===== src/rxc_pkg.sv =====
// package for the receive configuration and converter test register bank
// assumes a classic wishbone slave with 32-bit data and byte addresses
package rxc_pkg;
	// ----------------------------------------
	// register offsets (byte addresses)
	// ----------------------------------------
	localparam logic [7:0] RXC_OFF_RX_CFG = 8'h14;
	localparam logic [7:0] RXC_OFF_RXTX_CFG = 8'h16;
	localparam logic [7:0] RXC_OFF_CONV_CLK = 8'h18;
	localparam logic [7:0] RXC_OFF_PWR_DN = 8'h1a;
	localparam logic [7:0] RXC_OFF_FMT_MON = 8'h1c;
	localparam logic [7:0] RXC_OFF_EXT_CFG = 8'h28;
	// ----------------------------------------
	// reset values
	// ----------------------------------------
	localparam logic [7:0] RXC_RST_REG = 8'h00;
	// ----------------------------------------
	// field positions
	// ----------------------------------------
	localparam int RXC_B_AGC_FREEZE = 7;
	localparam int RXC_B_EST_LATE = 6;
	localparam int RXC_B_SYM_EQ_DIS = 5;
	localparam int RXC_B_CHIP_EQ_DIS = 4;
	localparam int RXC_B_RDY_SFD = 3;
	localparam int RXC_B_SLOT_DIV = 2;
	localparam int RXC_B_ANT_LVL = 1;
	localparam int RXC_B_SINGLE_ANT = 0;
	localparam int RXC_B_CONT_CLK = 7;
	localparam int RXC_B_SHORT_TEST = 4;
	localparam int RXC_B_CCA_SAMPLED = 3;
	localparam int RXC_B_CLK_SERIAL = 7;
	localparam int RXC_B_MANUAL_PD = 0;
	localparam int RXC_B_OFFSET_BIN = 7;
	localparam int RXC_B_SAMPLE_TIME = 0;
	localparam int RXC_B_LOWRATE_SEL = 1;
	// ----------------------------------------
	// monitor codes
	// ----------------------------------------
	localparam logic [2:0] RXC_MON_TXF = 3'h0;
	localparam logic [2:0] RXC_MON_DNC = 3'h1;
	localparam logic [2:0] RXC_MON_CHIP = 3'h2;
	localparam logic [2:0] RXC_MON_ADC = 3'h3;
	localparam logic [2:0] RXC_MON_WALSH = 3'h4;
	localparam logic [2:0] RXC_MON_WEIGHTS = 3'h5;
	localparam logic [2:0] RXC_MON_TBUS = 3'h6;
	localparam logic [2:0] RXC_MON_CORR = 3'h7;
	localparam logic [5:0] RXC_SYNC_NEG = 6'h20;
	// ----------------------------------------
	// timing
	// ----------------------------------------
	localparam int RXC_CLK_MHZ = 25;
	localparam int RXC_SLOT_NS = 20000;
	localparam int RXC_T_LATE_NS = 18700;
	localparam int RXC_T_EARLY_NS = 15800;
	localparam int RXC_SLOT_CYC = RXC_SLOT_NS * RXC_CLK_MHZ / 1000;
	localparam int RXC_LATE_CYC = (RXC_T_LATE_NS * RXC_CLK_MHZ + 999) / 1000;
	localparam int RXC_EARLY_CYC = (RXC_T_EARLY_NS * RXC_CLK_MHZ + 999) / 1000;
	// ----------------------------------------
	// carriers
	// ----------------------------------------
	typedef struct packed {
		logic [5:0] i;
		logic [5:0] q;
	} rxc_iq_t;
	typedef struct packed {
		logic standby;
		logic tx_sleep;
		logic rx_sleep;
		logic iq_sleep;
		logic ana_tx_off;
		logic ana_rx_off;
		logic ana_standby;
	} rxc_pd_t;
endpackage


===== src/rxc_regs.sv =====
// receive configuration and converter test register bank with its steering logic
// assumes a classic wishbone master on core_clk_i; status pins arrive asynchronously
//
// Contract
// - receive bit7 one freezes agc during packets
// - receive bit6 one gates estimator clocks until detect
// - bits 5 and 4 disable the equalizers
// - bit3 picks ready after sfd versus crc
// - slot diversity bit stops switching in second half
// - single antenna drives select pin from bit1
// - bit0 picks single or dual antenna acquisition
// - continuous clock bit keeps receive clocks running
// - short test bit uses long preamble length
// - raw cca follows detect indications immediately
// - sampled cca updates once per 20us slot
// - bits 2..0 give estimator precursor
// - converter clock bit7 selects serial input clock
// - bits 6..0 gate converter clocks, one disables
// - power down bit0 selects manual power control
// - manual bits 7..1 drive power down signals
// - format bit7 selects offset binary output
// - bits 6..4 select monitor dac source
// - codes 010 and 100 route timing, walsh
// - code 101 rotates filter weights with sync
// - sample time bit picks 18.7 or 15.8us
//
// The implementer's own choice: the Wishbone interface to the registers.
`timescale 1ns/100ps
`default_nettype none
module rxc_regs #(
	parameter int SLOT_CYC = rxc_pkg::RXC_SLOT_CYC,
	parameter int LATE_CYC = rxc_pkg::RXC_LATE_CYC,
	parameter int EARLY_CYC = rxc_pkg::RXC_EARLY_CYC
) (
	// clock and reset
	input wire logic core_clk_i,
	input wire logic rstn_i,
	// wishbone slave
	input wire logic wb_cyc_i,
	input wire logic wb_stb_i,
	input wire logic wb_we_i,
	input wire logic [7:0] wb_adr_i,
	input wire logic [3:0] wb_sel_i,
	input wire logic [31:0] wb_dat_i,
	output logic [31:0] wb_dat_o,
	output logic wb_ack_o,
	// receiver events, asynchronous
	input wire logic packet_active_i,
	input wire logic signal_detect_i,
	input wire logic sfd_found_i,
	input wire logic crc_ok_i,
	input wire logic energy_detect_i,
	input wire logic carrier_sense_i,
	input wire logic signal_quality_i,
	input wire logic transmit_enable_input_i,
	input wire logic receive_enable_input_i,
	input wire logic div_ant_i,
	// preamble length registers held elsewhere
	input wire logic [7:0] short_preamble_length_reg_i,
	input wire logic [7:0] long_preamble_length_reg_i,
	// monitor sources, same clock
	input wire rxc_pkg::rxc_iq_t mon_txf_i,
	input wire rxc_pkg::rxc_iq_t mon_dnc_i,
	input wire rxc_pkg::rxc_iq_t mon_adc_i,
	input wire rxc_pkg::rxc_iq_t mon_corr_i,
	input wire rxc_pkg::rxc_iq_t mon_low_i,
	input wire logic [5:0] chip_timing_accumulator_i,
	input wire logic [5:0] walsh_winner_i_i,
	input wire logic [5:0] walsh_winner_q_i,
	input wire logic [95:0] channel_matched_filter_i,
	input wire logic [5:0] test_bus_i,
	// receiver controls
	output logic agc_freeze_o,
	output logic est_clk_en_o,
	output logic intersymbol_equalizer_en_o,
	output logic interchip_equalizer_en_o,
	output logic receive_data_ready_o,
	output logic ant_sel_o,
	output logic cca_o,
	output logic [2:0] precursor_o,
	output logic [7:0] preamble_len_o,
	// converter controls
	output logic conv_clk_serial_o,
	output logic [6:0] conv_clk_en_o,
	output rxc_pkg::rxc_pd_t pd_o,
	output logic adc_offset_bin_o,
	output rxc_pkg::rxc_iq_t mon_dac_o
);
	// ----------------------------------------
	// bus decode
	// ----------------------------------------
	logic [7:0] rx_cfg_q, rxtx_cfg_q, conv_clk_q, pwr_dn_q, fmt_mon_q, ext_cfg_q;
	logic ack_q;
	logic [31:0] dat_q;
	wire req = wb_cyc_i && wb_stb_i && !ack_q;
	wire wr_lane0 = req && wb_we_i && wb_sel_i[0];
	wire hit_rx = wb_adr_i == rxc_pkg::RXC_OFF_RX_CFG;
	wire hit_rxtx = wb_adr_i == rxc_pkg::RXC_OFF_RXTX_CFG;
	wire hit_clk = wb_adr_i == rxc_pkg::RXC_OFF_CONV_CLK;
	wire hit_pd = wb_adr_i == rxc_pkg::RXC_OFF_PWR_DN;
	wire hit_fmt = wb_adr_i == rxc_pkg::RXC_OFF_FMT_MON;
	wire hit_ext = wb_adr_i == rxc_pkg::RXC_OFF_EXT_CFG;
	// unmapped addresses still ack and read zero, so a stray access never hangs
	wire [7:0] rd_byte = hit_rx ? rx_cfg_q : hit_rxtx ? rxtx_cfg_q : hit_clk ? conv_clk_q :
		hit_pd ? pwr_dn_q : hit_fmt ? fmt_mon_q : hit_ext ? ext_cfg_q : 8'h00;

	always_ff @(posedge core_clk_i or negedge rstn_i) begin
		if (!rstn_i) begin
			ack_q <= 1'b0;
			dat_q <= 32'h0000_0000;
		end else begin
			ack_q <= req;
			dat_q <= {24'h00_0000, rd_byte};
		end
	end

	always_ff @(posedge core_clk_i or negedge rstn_i) begin
		if (!rstn_i) begin
			rx_cfg_q <= rxc_pkg::RXC_RST_REG;
			rxtx_cfg_q <= rxc_pkg::RXC_RST_REG;
			conv_clk_q <= rxc_pkg::RXC_RST_REG;
			pwr_dn_q <= rxc_pkg::RXC_RST_REG;
			fmt_mon_q <= rxc_pkg::RXC_RST_REG;
			ext_cfg_q <= rxc_pkg::RXC_RST_REG;
		end else if (wr_lane0) begin
			if (hit_rx) rx_cfg_q <= wb_dat_i[7:0];
			if (hit_rxtx) rxtx_cfg_q <= wb_dat_i[7:0];
			if (hit_clk) conv_clk_q <= wb_dat_i[7:0];
			if (hit_pd) pwr_dn_q <= wb_dat_i[7:0];
			if (hit_fmt) fmt_mon_q <= wb_dat_i[7:0];
			if (hit_ext) ext_cfg_q <= {6'h00, wb_dat_i[1:0]};
		end
	end

	// ----------------------------------------
	// input synchronisers
	// ----------------------------------------
	localparam int NS = 10;
	wire [NS-1:0] async_in = {packet_active_i, signal_detect_i, sfd_found_i, crc_ok_i,
		energy_detect_i, carrier_sense_i, signal_quality_i, transmit_enable_input_i,
		receive_enable_input_i, div_ant_i};
	logic [NS-1:0] meta_q, sync_q;
	always_ff @(posedge core_clk_i or negedge rstn_i) begin
		if (!rstn_i) begin
			meta_q <= '0;
			sync_q <= '0;
		end else begin
			meta_q <= async_in;
			sync_q <= meta_q;
		end
	end
	wire s_pkt = sync_q[9];
	wire s_det = sync_q[8];
	wire s_sfd = sync_q[7];
	wire s_crc = sync_q[6];
	wire s_energy = sync_q[5];
	wire s_cs = sync_q[4];
	wire s_sq = sync_q[3];
	wire s_txe = sync_q[2];
	wire s_rxe = sync_q[1];
	wire s_div = sync_q[0];

	// ----------------------------------------
	// slot timer and cca
	// ----------------------------------------
	logic [15:0] slot_q;
	logic cca_samp_q;
	wire slot_end = slot_q == 16'(SLOT_CYC - 1);
	wire [15:0] sample_at = ext_cfg_q[rxc_pkg::RXC_B_SAMPLE_TIME] ?
		16'(EARLY_CYC) : 16'(LATE_CYC);
	wire cca_raw = s_energy || s_cs || s_sq;
	wire second_half = slot_q >= 16'(SLOT_CYC / 2);
	always_ff @(posedge core_clk_i or negedge rstn_i) begin
		if (!rstn_i) begin
			slot_q <= 16'h0000;
			cca_samp_q <= 1'b0;
		end else begin
			slot_q <= slot_end ? 16'h0000 : slot_q + 16'h0001;
			if (slot_q == sample_at - 16'h0001) cca_samp_q <= cca_raw;
		end
	end
	// raw mode tracks synchronised indications with no slot wait
	wire cca_d = rxtx_cfg_q[rxc_pkg::RXC_B_CCA_SAMPLED] ? cca_samp_q : cca_raw;

	// ----------------------------------------
	// receive steering
	// ----------------------------------------
	wire single = rx_cfg_q[rxc_pkg::RXC_B_SINGLE_ANT];
	wire div_ok = !(rx_cfg_q[rxc_pkg::RXC_B_SLOT_DIV] && second_half);
	logic div_hold_q;
	wire ant_d = single ? rx_cfg_q[rxc_pkg::RXC_B_ANT_LVL] :
		(div_ok ? s_div : div_hold_q);
	wire rdy_d = rx_cfg_q[rxc_pkg::RXC_B_RDY_SFD] ? s_sfd : s_crc;
	// continuous clocking wins over the detect gate
	wire est_d = rxtx_cfg_q[rxc_pkg::RXC_B_CONT_CLK] ||
		!rx_cfg_q[rxc_pkg::RXC_B_EST_LATE] || s_det;
	wire [7:0] pre_d = rxtx_cfg_q[rxc_pkg::RXC_B_SHORT_TEST] ?
		long_preamble_length_reg_i : short_preamble_length_reg_i;
	wire [6:0] pd_auto = {!(s_txe || s_rxe), !s_txe, !s_rxe, !s_rxe, !s_txe, !s_rxe,
		!(s_txe || s_rxe)};
	wire [6:0] pd_d = pwr_dn_q[rxc_pkg::RXC_B_MANUAL_PD] ? pwr_dn_q[7:1] : pd_auto;

	// ----------------------------------------
	// monitor dac
	// ----------------------------------------
	logic [4:0] wt_q;
	wire [3:0] wt_idx = wt_q[4:1];
	// seven bits: the last weight starts at bit 90
	wire [6:0] wt_base = {1'b0, wt_idx, 2'b00} + {2'b00, wt_idx, 1'b0};
	wire [5:0] wt_val = channel_matched_filter_i[wt_base +: 6];
	wire rxc_pkg::rxc_iq_t mon_wt = wt_q[0] ? '{i: wt_val, q: wt_val} :
		'{i: rxc_pkg::RXC_SYNC_NEG, q: rxc_pkg::RXC_SYNC_NEG};
	rxc_pkg::rxc_iq_t mon_d;
	always_comb begin
		unique case (fmt_mon_q[6:4])
			rxc_pkg::RXC_MON_TXF: mon_d = mon_txf_i;
			rxc_pkg::RXC_MON_DNC: mon_d = mon_dnc_i;
			rxc_pkg::RXC_MON_CHIP: mon_d = '{i: 6'h00, q: chip_timing_accumulator_i};
			rxc_pkg::RXC_MON_ADC: mon_d = mon_adc_i;
			rxc_pkg::RXC_MON_WALSH: mon_d = '{i: walsh_winner_i_i, q: walsh_winner_q_i};
			rxc_pkg::RXC_MON_WEIGHTS: mon_d = mon_wt;
			rxc_pkg::RXC_MON_TBUS: mon_d = '{i: test_bus_i, q: test_bus_i};
			rxc_pkg::RXC_MON_CORR: mon_d = ext_cfg_q[rxc_pkg::RXC_B_LOWRATE_SEL] ? mon_low_i : mon_corr_i;
		endcase
	end

	// ----------------------------------------
	// registered outputs
	// ----------------------------------------
	always_ff @(posedge core_clk_i or negedge rstn_i) begin
		if (!rstn_i) begin
			agc_freeze_o <= 1'b0;
			est_clk_en_o <= 1'b0;
			intersymbol_equalizer_en_o <= 1'b0;
			interchip_equalizer_en_o <= 1'b0;
			receive_data_ready_o <= 1'b0;
			ant_sel_o <= 1'b0;
			div_hold_q <= 1'b0;
			cca_o <= 1'b0;
			precursor_o <= 3'h0;
			preamble_len_o <= 8'h00;
			conv_clk_serial_o <= 1'b0;
			conv_clk_en_o <= 7'h00;
			pd_o <= '0;
			adc_offset_bin_o <= 1'b0;
			mon_dac_o <= '0;
			wt_q <= 5'h00;
		end else begin
			agc_freeze_o <= rx_cfg_q[rxc_pkg::RXC_B_AGC_FREEZE] && s_pkt;
			est_clk_en_o <= est_d;
			intersymbol_equalizer_en_o <= !rx_cfg_q[rxc_pkg::RXC_B_SYM_EQ_DIS];
			interchip_equalizer_en_o <= !rx_cfg_q[rxc_pkg::RXC_B_CHIP_EQ_DIS];
			receive_data_ready_o <= rdy_d;
			ant_sel_o <= ant_d;
			div_hold_q <= ant_d;
			cca_o <= cca_d;
			precursor_o <= rxtx_cfg_q[2:0];
			preamble_len_o <= pre_d;
			conv_clk_serial_o <= conv_clk_q[rxc_pkg::RXC_B_CLK_SERIAL];
			conv_clk_en_o <= ~conv_clk_q[6:0];
			pd_o <= pd_d;
			adc_offset_bin_o <= fmt_mon_q[rxc_pkg::RXC_B_OFFSET_BIN];
			mon_dac_o <= mon_d;
			wt_q <= wt_q + 5'h01;
		end
	end

	assign wb_ack_o = ack_q;
	assign wb_dat_o = dat_q;
endmodule
`default_nettype wire


===== config.mk =====
export PLATFORM = sky130hd
export DESIGN_NAME = rxc_regs
export DESIGN_NICKNAME = d
export VERILOG_FILES = /design/src/rxc_pkg.sv /design/src/rxc_regs.sv
export SDC_FILE = /design/constraint.sdc
export NUM_CORES = 1
export LEC_CHECK = 0
export BUFFER_PORTS_ARGS = -buffer_cell sky130_fd_sc_hd__buf_2
export CORE_MARGIN = 2
export CORE_UTILIZATION = 50
export CTS_CLUSTER_SIZE = 28
export DETAILED_ROUTE_END_ITERATION = 8
export GPL_TIMING_DRIVEN = 1
export PLACE_DENSITY = 0.82
export SLEW_MARGIN = 40
export SYNTH_ARGS = -nofsm -noshare
export SYNTH_HDL_FRONTEND = slang
export SYNTH_SLANG_ARGS = --single-unit

===== constraint.sdc =====
create_clock -name core_clk_i -period 4.01 [get_ports core_clk_i]
set_clock_uncertainty 0.1 [all_clocks]
set_input_delay 0.2005 -clock core_clk_i [delete_from_list [all_inputs] [get_ports core_clk_i]]
set_output_delay 0.2005 -clock core_clk_i [all_outputs]
set_load 0.02 [all_outputs]

==> run metrics, run 1 <==
post-DR vias/cell=5.79; crit path capture type=flip-flop; PD cells=295 nW/um^2; Post-Layout Cell Count=1,285; design area=11,100 um^2; Rel. slew slack=0.436; initial antenna violation count=2; Worst Setup Slack, final=0.563 ns; Area growth syn-to-layout=28.7%; post-route ant nets=0; vias in the first global route=7,297; gpl congestion=0.885; Starting Density=0.505; GR Overflow Total=0; critical path peak fanout=32; Worst Tran Pin Value=0.843 ns; CP max stage cell=fa_2; die span in x=136 um; I/O pin count=334; H-Tree Depth=4; cts bufs inserted=17; syn avg cell area=11.8 um^2; FFs w/ async S/R, synth=1.00; endpoints failing setup=0; #FFs+latches synth=139; post-CTS sizing=0; Critical Path AT=3.71 ns; row cnt=48; minimum clock period=3.45 ns; LEAKAGE=5.14 nW; placed cell areas=10,100 um^2; Synth area leaders=dfrtp_1 (40%), mux4_2 (16%), mux2_2 (7.7%), mux2i_1 (3.5%), nand2_1 (2.8%); final WL=24.2 mm; Post-synth EDFFs=0; Die Ht=136 um; # clock sinks=139; placed insts=1,204; status=complete, no violations; PortBufs=282; Cells after Synth=730; hold-fix buffers at CTS=47; Hold Path Class=primary input to flip-flop; first-pass iteration count of the detailed router=5; Final period util=0.860; WL/cell=18.8 um; post-DP HPWL=17.4 mm; synth unique cells=65; CP required=4.27 ns; post-synthesis sequential area ratio=0.402; final hold vios=0; Main synth FF type=dfrtp_1; Worst-path clk slew=0.06 ns; die area=18,400 um^2; Startpoint Class=flip-flop; Max clock buf depth=2; Setup WS pre-CTS=0.620 ns; Reg2Reg Setup Slack=0.56 ns; upper clock frequency limit=0.290 GHz; total power=3.28 mW; pin count of the biggest net entering global routing=100; core area=17,100 um^2; warnings from Yosys=0; layout cell share with drive strength beyond 1=0.433; most numerous cell in the Yosys netlist=dfrtp_1; top cells by count, synth=dfrtp_1 (139), nand2_1 (65), mux4_2 (61), mux2_2 (59), nor2_1 (47); post-synth top area cell=dfrtp_1; CP Class=flip-flop to flip-flop; Clock Latency Late Sink=0.41 ns; largest stage delay on the critical path=1.01 ns; Max IR drop VDD=0.302 mV; Finished Core Util=0.650; vias=7,440; Min Hold Slack=0.0116 ns; first-pass GRT wire length=37.2 mm; Cell Area, Synth=8650 um^2; setup TNS=0 ns; worst path cell trace=ha_2 > inv_1 > fa_2 > buf_4 > mux4_2 > nand2_1 > a21oi_1 > o21ai_1 > a2111oi_1 > o22a_1; # fillers=1,267; RSZ-0062 raised after global routing=no; Net count, final=1,308; CTS tree=yes; post-synth top area share=0.402; DR iter-0 viols=578; max-slew violations=0; CTS Root Cell=clkbuf_16; maxcap violations=0; gr usage total=0.261; DRC=0; postcts setup bufs=0
-- power breakdown --
part | internal (mW) | switching [mW]
combinational | 0.201 | 0.197
clock | 0.819 | 0.617
sequential | 1.43 | 0.0118
total | 2.45 | 0.825
-- area by class of cell --
type | count | area, um^2 | area share
multi-input cells | 521 | 4720 | 0.424
clock inverters | 14 | 113 | 0.0101
flip-flops and latches | 139 | 3480 | 0.313
repair buffers | 343 | 2000 | 0.180
diodes | 2 | 5.00 | 0.000450
clock buffers | 18 | 439 | 0.0395
inverters | 23 | 86.3 | 0.00776
well taps | 225 | 282 | 0.0253
-- state kept, by name (all words and copies together), names as in the netlist, 10 cells and up --
name / flops
slot_q: 16
sync_q: 10
mon_dac_o: 12
meta_q: 10
-- cell usage in the layout, fill, tap and decap left out, drive strengths merged, types with 23 or more instances in the layout --
cell | netlist | final
nand2 | 65 | 65
conb | 1 | 24
nor2 | 47 | 47
mux2 | 60 | 60
nand3 | 23 | 23
inv | 23 | 29
mux4 | 70 | 70
dlygate4sd3 | 0 | 47
o21ai | 24 | 24
mux2i | 30 | 30
dfrtp | 139 | 139
buf | 50 | 296
-- critical path: cells and delay by family (launching register included) --
family / cells / cell delay (ns)
buf+inv: 2 / 0.34
simple gates: 1 / 0.06
fa+ha+maj: 2 / 1.24
compound gates: 4 / 1.03
flops: 1 / 0.42
mux: 1 / 0.21
-- worst paths after layout --
check,startpoint,end,cells after the start
setup / recovery,wt_q[2],mon_dac_o[4],10
hold / removal,wb_dat_i[3],pwr_dn_q[3],2
setup reg to reg,wt_q[2],mon_dac_o[4],10
hold reg to reg,meta_q[8],sync_q[8],0
max in group asynchronous,rstn_i,agc_freeze_o,3
min in group asynchronous,rstn_i,receive_data_ready_o,2
-- logic make-up after synthesis --
kind of cell / count (synthesis) / synth area share
XOR/XNOR: 19 / 0.0201
buffers and inverters: 93 / 0.0642
AND/OR/NAND/NOR: 194 / 0.107
adder cells (fa/ha/maj): 8 / 0.0124
flip-flops: 139 / 0.402
multiplexers: 160 / 0.299
AO/OA/AOI/OAI: 116 / 0.0942
other: 1 / 0.000434
-- per-layer routing --
metal,vias up,wire length (um),track usage
li1,3352,-,-
met1,3650,9420,0.335
met2,396,12500,0.450
met3,42,1790,0.0479
met4,0,482,0.0880
met5,-,0,0
No activity file was read; power rests on OpenSTA's default activity.
==> inputs of run 2 (changes only) <==
--- a/config.mk
+++ b/config.mk
@@ -10,7 +10,7 @@
 export CORE_UTILIZATION = 50
 export CTS_CLUSTER_SIZE = 28
 export DETAILED_ROUTE_END_ITERATION = 8
-export GPL_TIMING_DRIVEN = 1
+export GPL_TIMING_DRIVEN = 0
 export PLACE_DENSITY = 0.82
 export SLEW_MARGIN = 40
 export SYNTH_ARGS = -nofsm -noshare
==> constraint.sdc (replaced) <==
create_clock -name core_clk_i -period 4.01 [get_ports core_clk_i]
set_clock_uncertainty 0.1 [all_clocks]
set_input_delay 0.2005 -clock core_clk_i [delete_from_list [all_inputs] [get_ports core_clk_i]]
set_output_delay 0.2005 -clock core_clk_i [all_outputs]
set_load 0.05 [all_outputs]
==> run metrics, run 2 (synthesis gave the netlist of run 1 again) <==
internal power=2.60 mW; R2R depth=10; LEAKAGE=5.40 nW; R2R Path Start=wt_q[2]; Top Registers=slot_q: 16 flops, mon_dac_o: 12 flops; initial antenna violation count=0; CP Class=flip-flop to flip-flop; first-pass iteration count of the detailed router=5; RR Endpoint=mon_dac_o[3]; pin count of the biggest net entering global routing=50; total power=3.55 mW; hold path cells=2; gpl congestion=0.962; Startpoint Class=flip-flop; CTS Root Cell=clkbuf_16; Die Ht=136 um; upper clock frequency limit=0.269 GHz; Worst Tran Pin Value=0.809 ns; core area=17,100 um^2; critical path peak fanout=10; max-slew violations=0; die span in x=136 um; sequential share of power=0.407; Hold Path Sink=conv_clk_q[1]; gr usage total=0.295; status=complete, no violations; CP required=4.20 ns; Post-Layout Cell Count=1,340; final hold vios=0; setup TNS=0 ns; GR Overflow Total=0; minimum clock period=3.72 ns; Largest Register=slot_q; layout cell share with drive strength beyond 1=0.436; NetSw=0.948 mW; Max clock buf depth=2; PortBufs=282; first-pass GRT wire length=41.5 mm; die area=18,400 um^2; crit path capture type=flip-flop; # clock sinks=139; Hold Path Class=primary input to flip-flop; Min-Delay Startpoint=wb_dat_i[1]; DRC=0; maxcap violations=0; vias in the first global route=7,956; Largest register FFs=16; post-route ant nets=0; endpoints failing setup=0; H-Tree Depth=4; RSZ-0062 raised after global routing=no; Final period util=0.927; Critical Path AT=3.91 ns; post-DP HPWL=19.9 mm; commonest non-fill, non-tap cell in the layout=buf_2; most frequent cells in the layout=buf_2 (288), dfrtp_1 (139), nand2_1 (65); CTS tree=yes; Net count, final=1,365; final WL=27.3 mm; Reg2Reg Setup Slack=0.29 ns; vias=8,051; Rel. slew slack=0.459; Clk pwr share=0.452; Inserted Diodes=0; Worst-path clk slew=0.07 ns; power share of the combinational group=0.141; post-DR vias/cell=6.01; switching fraction of total power=0.267; I/O pin count=334; Clock Latency Late Sink=0.42 ns; placed cell areas=10,500 um^2; row cnt=48; Area growth syn-to-layout=33.7%; Max IR drop VDD=0.276 mV; placed insts=1,262; PD cells=307 nW/um^2; design area=11,600 um^2; cts bufs inserted=17; WL/cell=20.4 um; DR iter-0 viols=625; Starting Density=0.505
[run 2: cell types whose count changed in the layout (fill, tap and decap cells not counted), moves of 2 or more]
cell | previous run | this run
clkbuf_1 | 0 | 21
buf_12 | 0 | 2
buf_1 | 0 | 6
clkinv_2 | 3 | 0
diode_2 | 2 | 0
buf_4 | 13 | 26
buf_2 | 281 | 288
buf_6 | 1 | 9
clkinvlp_4 | 3 | 1
inv_8 | 2 | 5
bufinv_16 | 0 | 2
buf_16 | 0 | 2
[run 2: final cells by class]
| type | instances | area, um^2 |
|---|---|---|
| sequential | 139 | 3480 |
| clock inverter | 14 | 176 |
| clock buffer | 18 | 429 |
| inverter | 23 | 86.3 |
| fill | 1240 | 5550 |
| buffer | 70 | 469 |
| tap | 225 | 282 |
| timing repair buffer | 330 | 1940 |
| multi-input combinational | 521 | 4710 |
[run 2: worst max path at each step]
stage | slack, ns | from | depth (start not counted) | endpoint
after floorplan | 1.01 | wt_q[2] | 10 | mon_dac_o[3]
after global placement | 0.47 | wt_q[2] | 11 | mon_dac_o[9]
after detailed placement | 0.38 | wt_q[2] | 10 | mon_dac_o[3]
after CTS | 0.34 | wt_q[2] | 10 | mon_dac_o[3]
after global routing | 0.12 | wt_q[2] | 9 | mon_dac_o[4]
final | 0.29 | wt_q[2] | 10 | mon_dac_o[3]
[run 2: per-layer routing]
layer	GRT usage	vias up	part of all wire
met5	0	-	0
met4	0.132	0	0.034
met3	0.0658	84	0.093
met2	0.513	589	0.51
met1	0.353	3899	0.36
li1	-	3479	-
[run 2: repair_timing]
item                                   4_1_cts  5_1_grt
resized for setup                            0        0
setup buffers                                0        0
hold buffers                                46        0
endpoints found under the hold margin      143        0
[run 2: metrics by stage]
step | utilization | worst slack (ns) | hold slack, ns
after floorplan | - | 1.01 | -0.195
after global placement | 0.609 | 0.470 | 0.209
after detailed placement | 0.613 | 0.381 | 0.0231
after CTS | 0.675 | 0.338 | 0.00555
after global routing | 0.676 | 0.123 | 0.0144
final | 0.676 | 0.293 | 0.0190
[run 2: power by group through the flow]
stage / Sequential (mW) / Combinational, mW / Clock [mW]
finish: 1.44 / 0.502 / 1.60
global placement: 1.47 / 0.441 / 0
global route: 1.45 / 0.531 / 1.68
CTS: 1.44 / 0.494 / 1.61
floorplan: 1.53 / 0.174 / 0
detailed placement: 1.47 / 0.457 / 0
[run 2: worst max-delay path, stage by stage, from the launching register on]
cell	delay, ns
dfrtp_1	0.42
ha_1	0.22
inv_1	0.06
fa_1	0.52
buf_2	0.26
buf_1	0.57
mux4_2	0.41
mux4_2	0.50
o22a_1	0.26
nand3_1	0.18
nand2_1	0.09
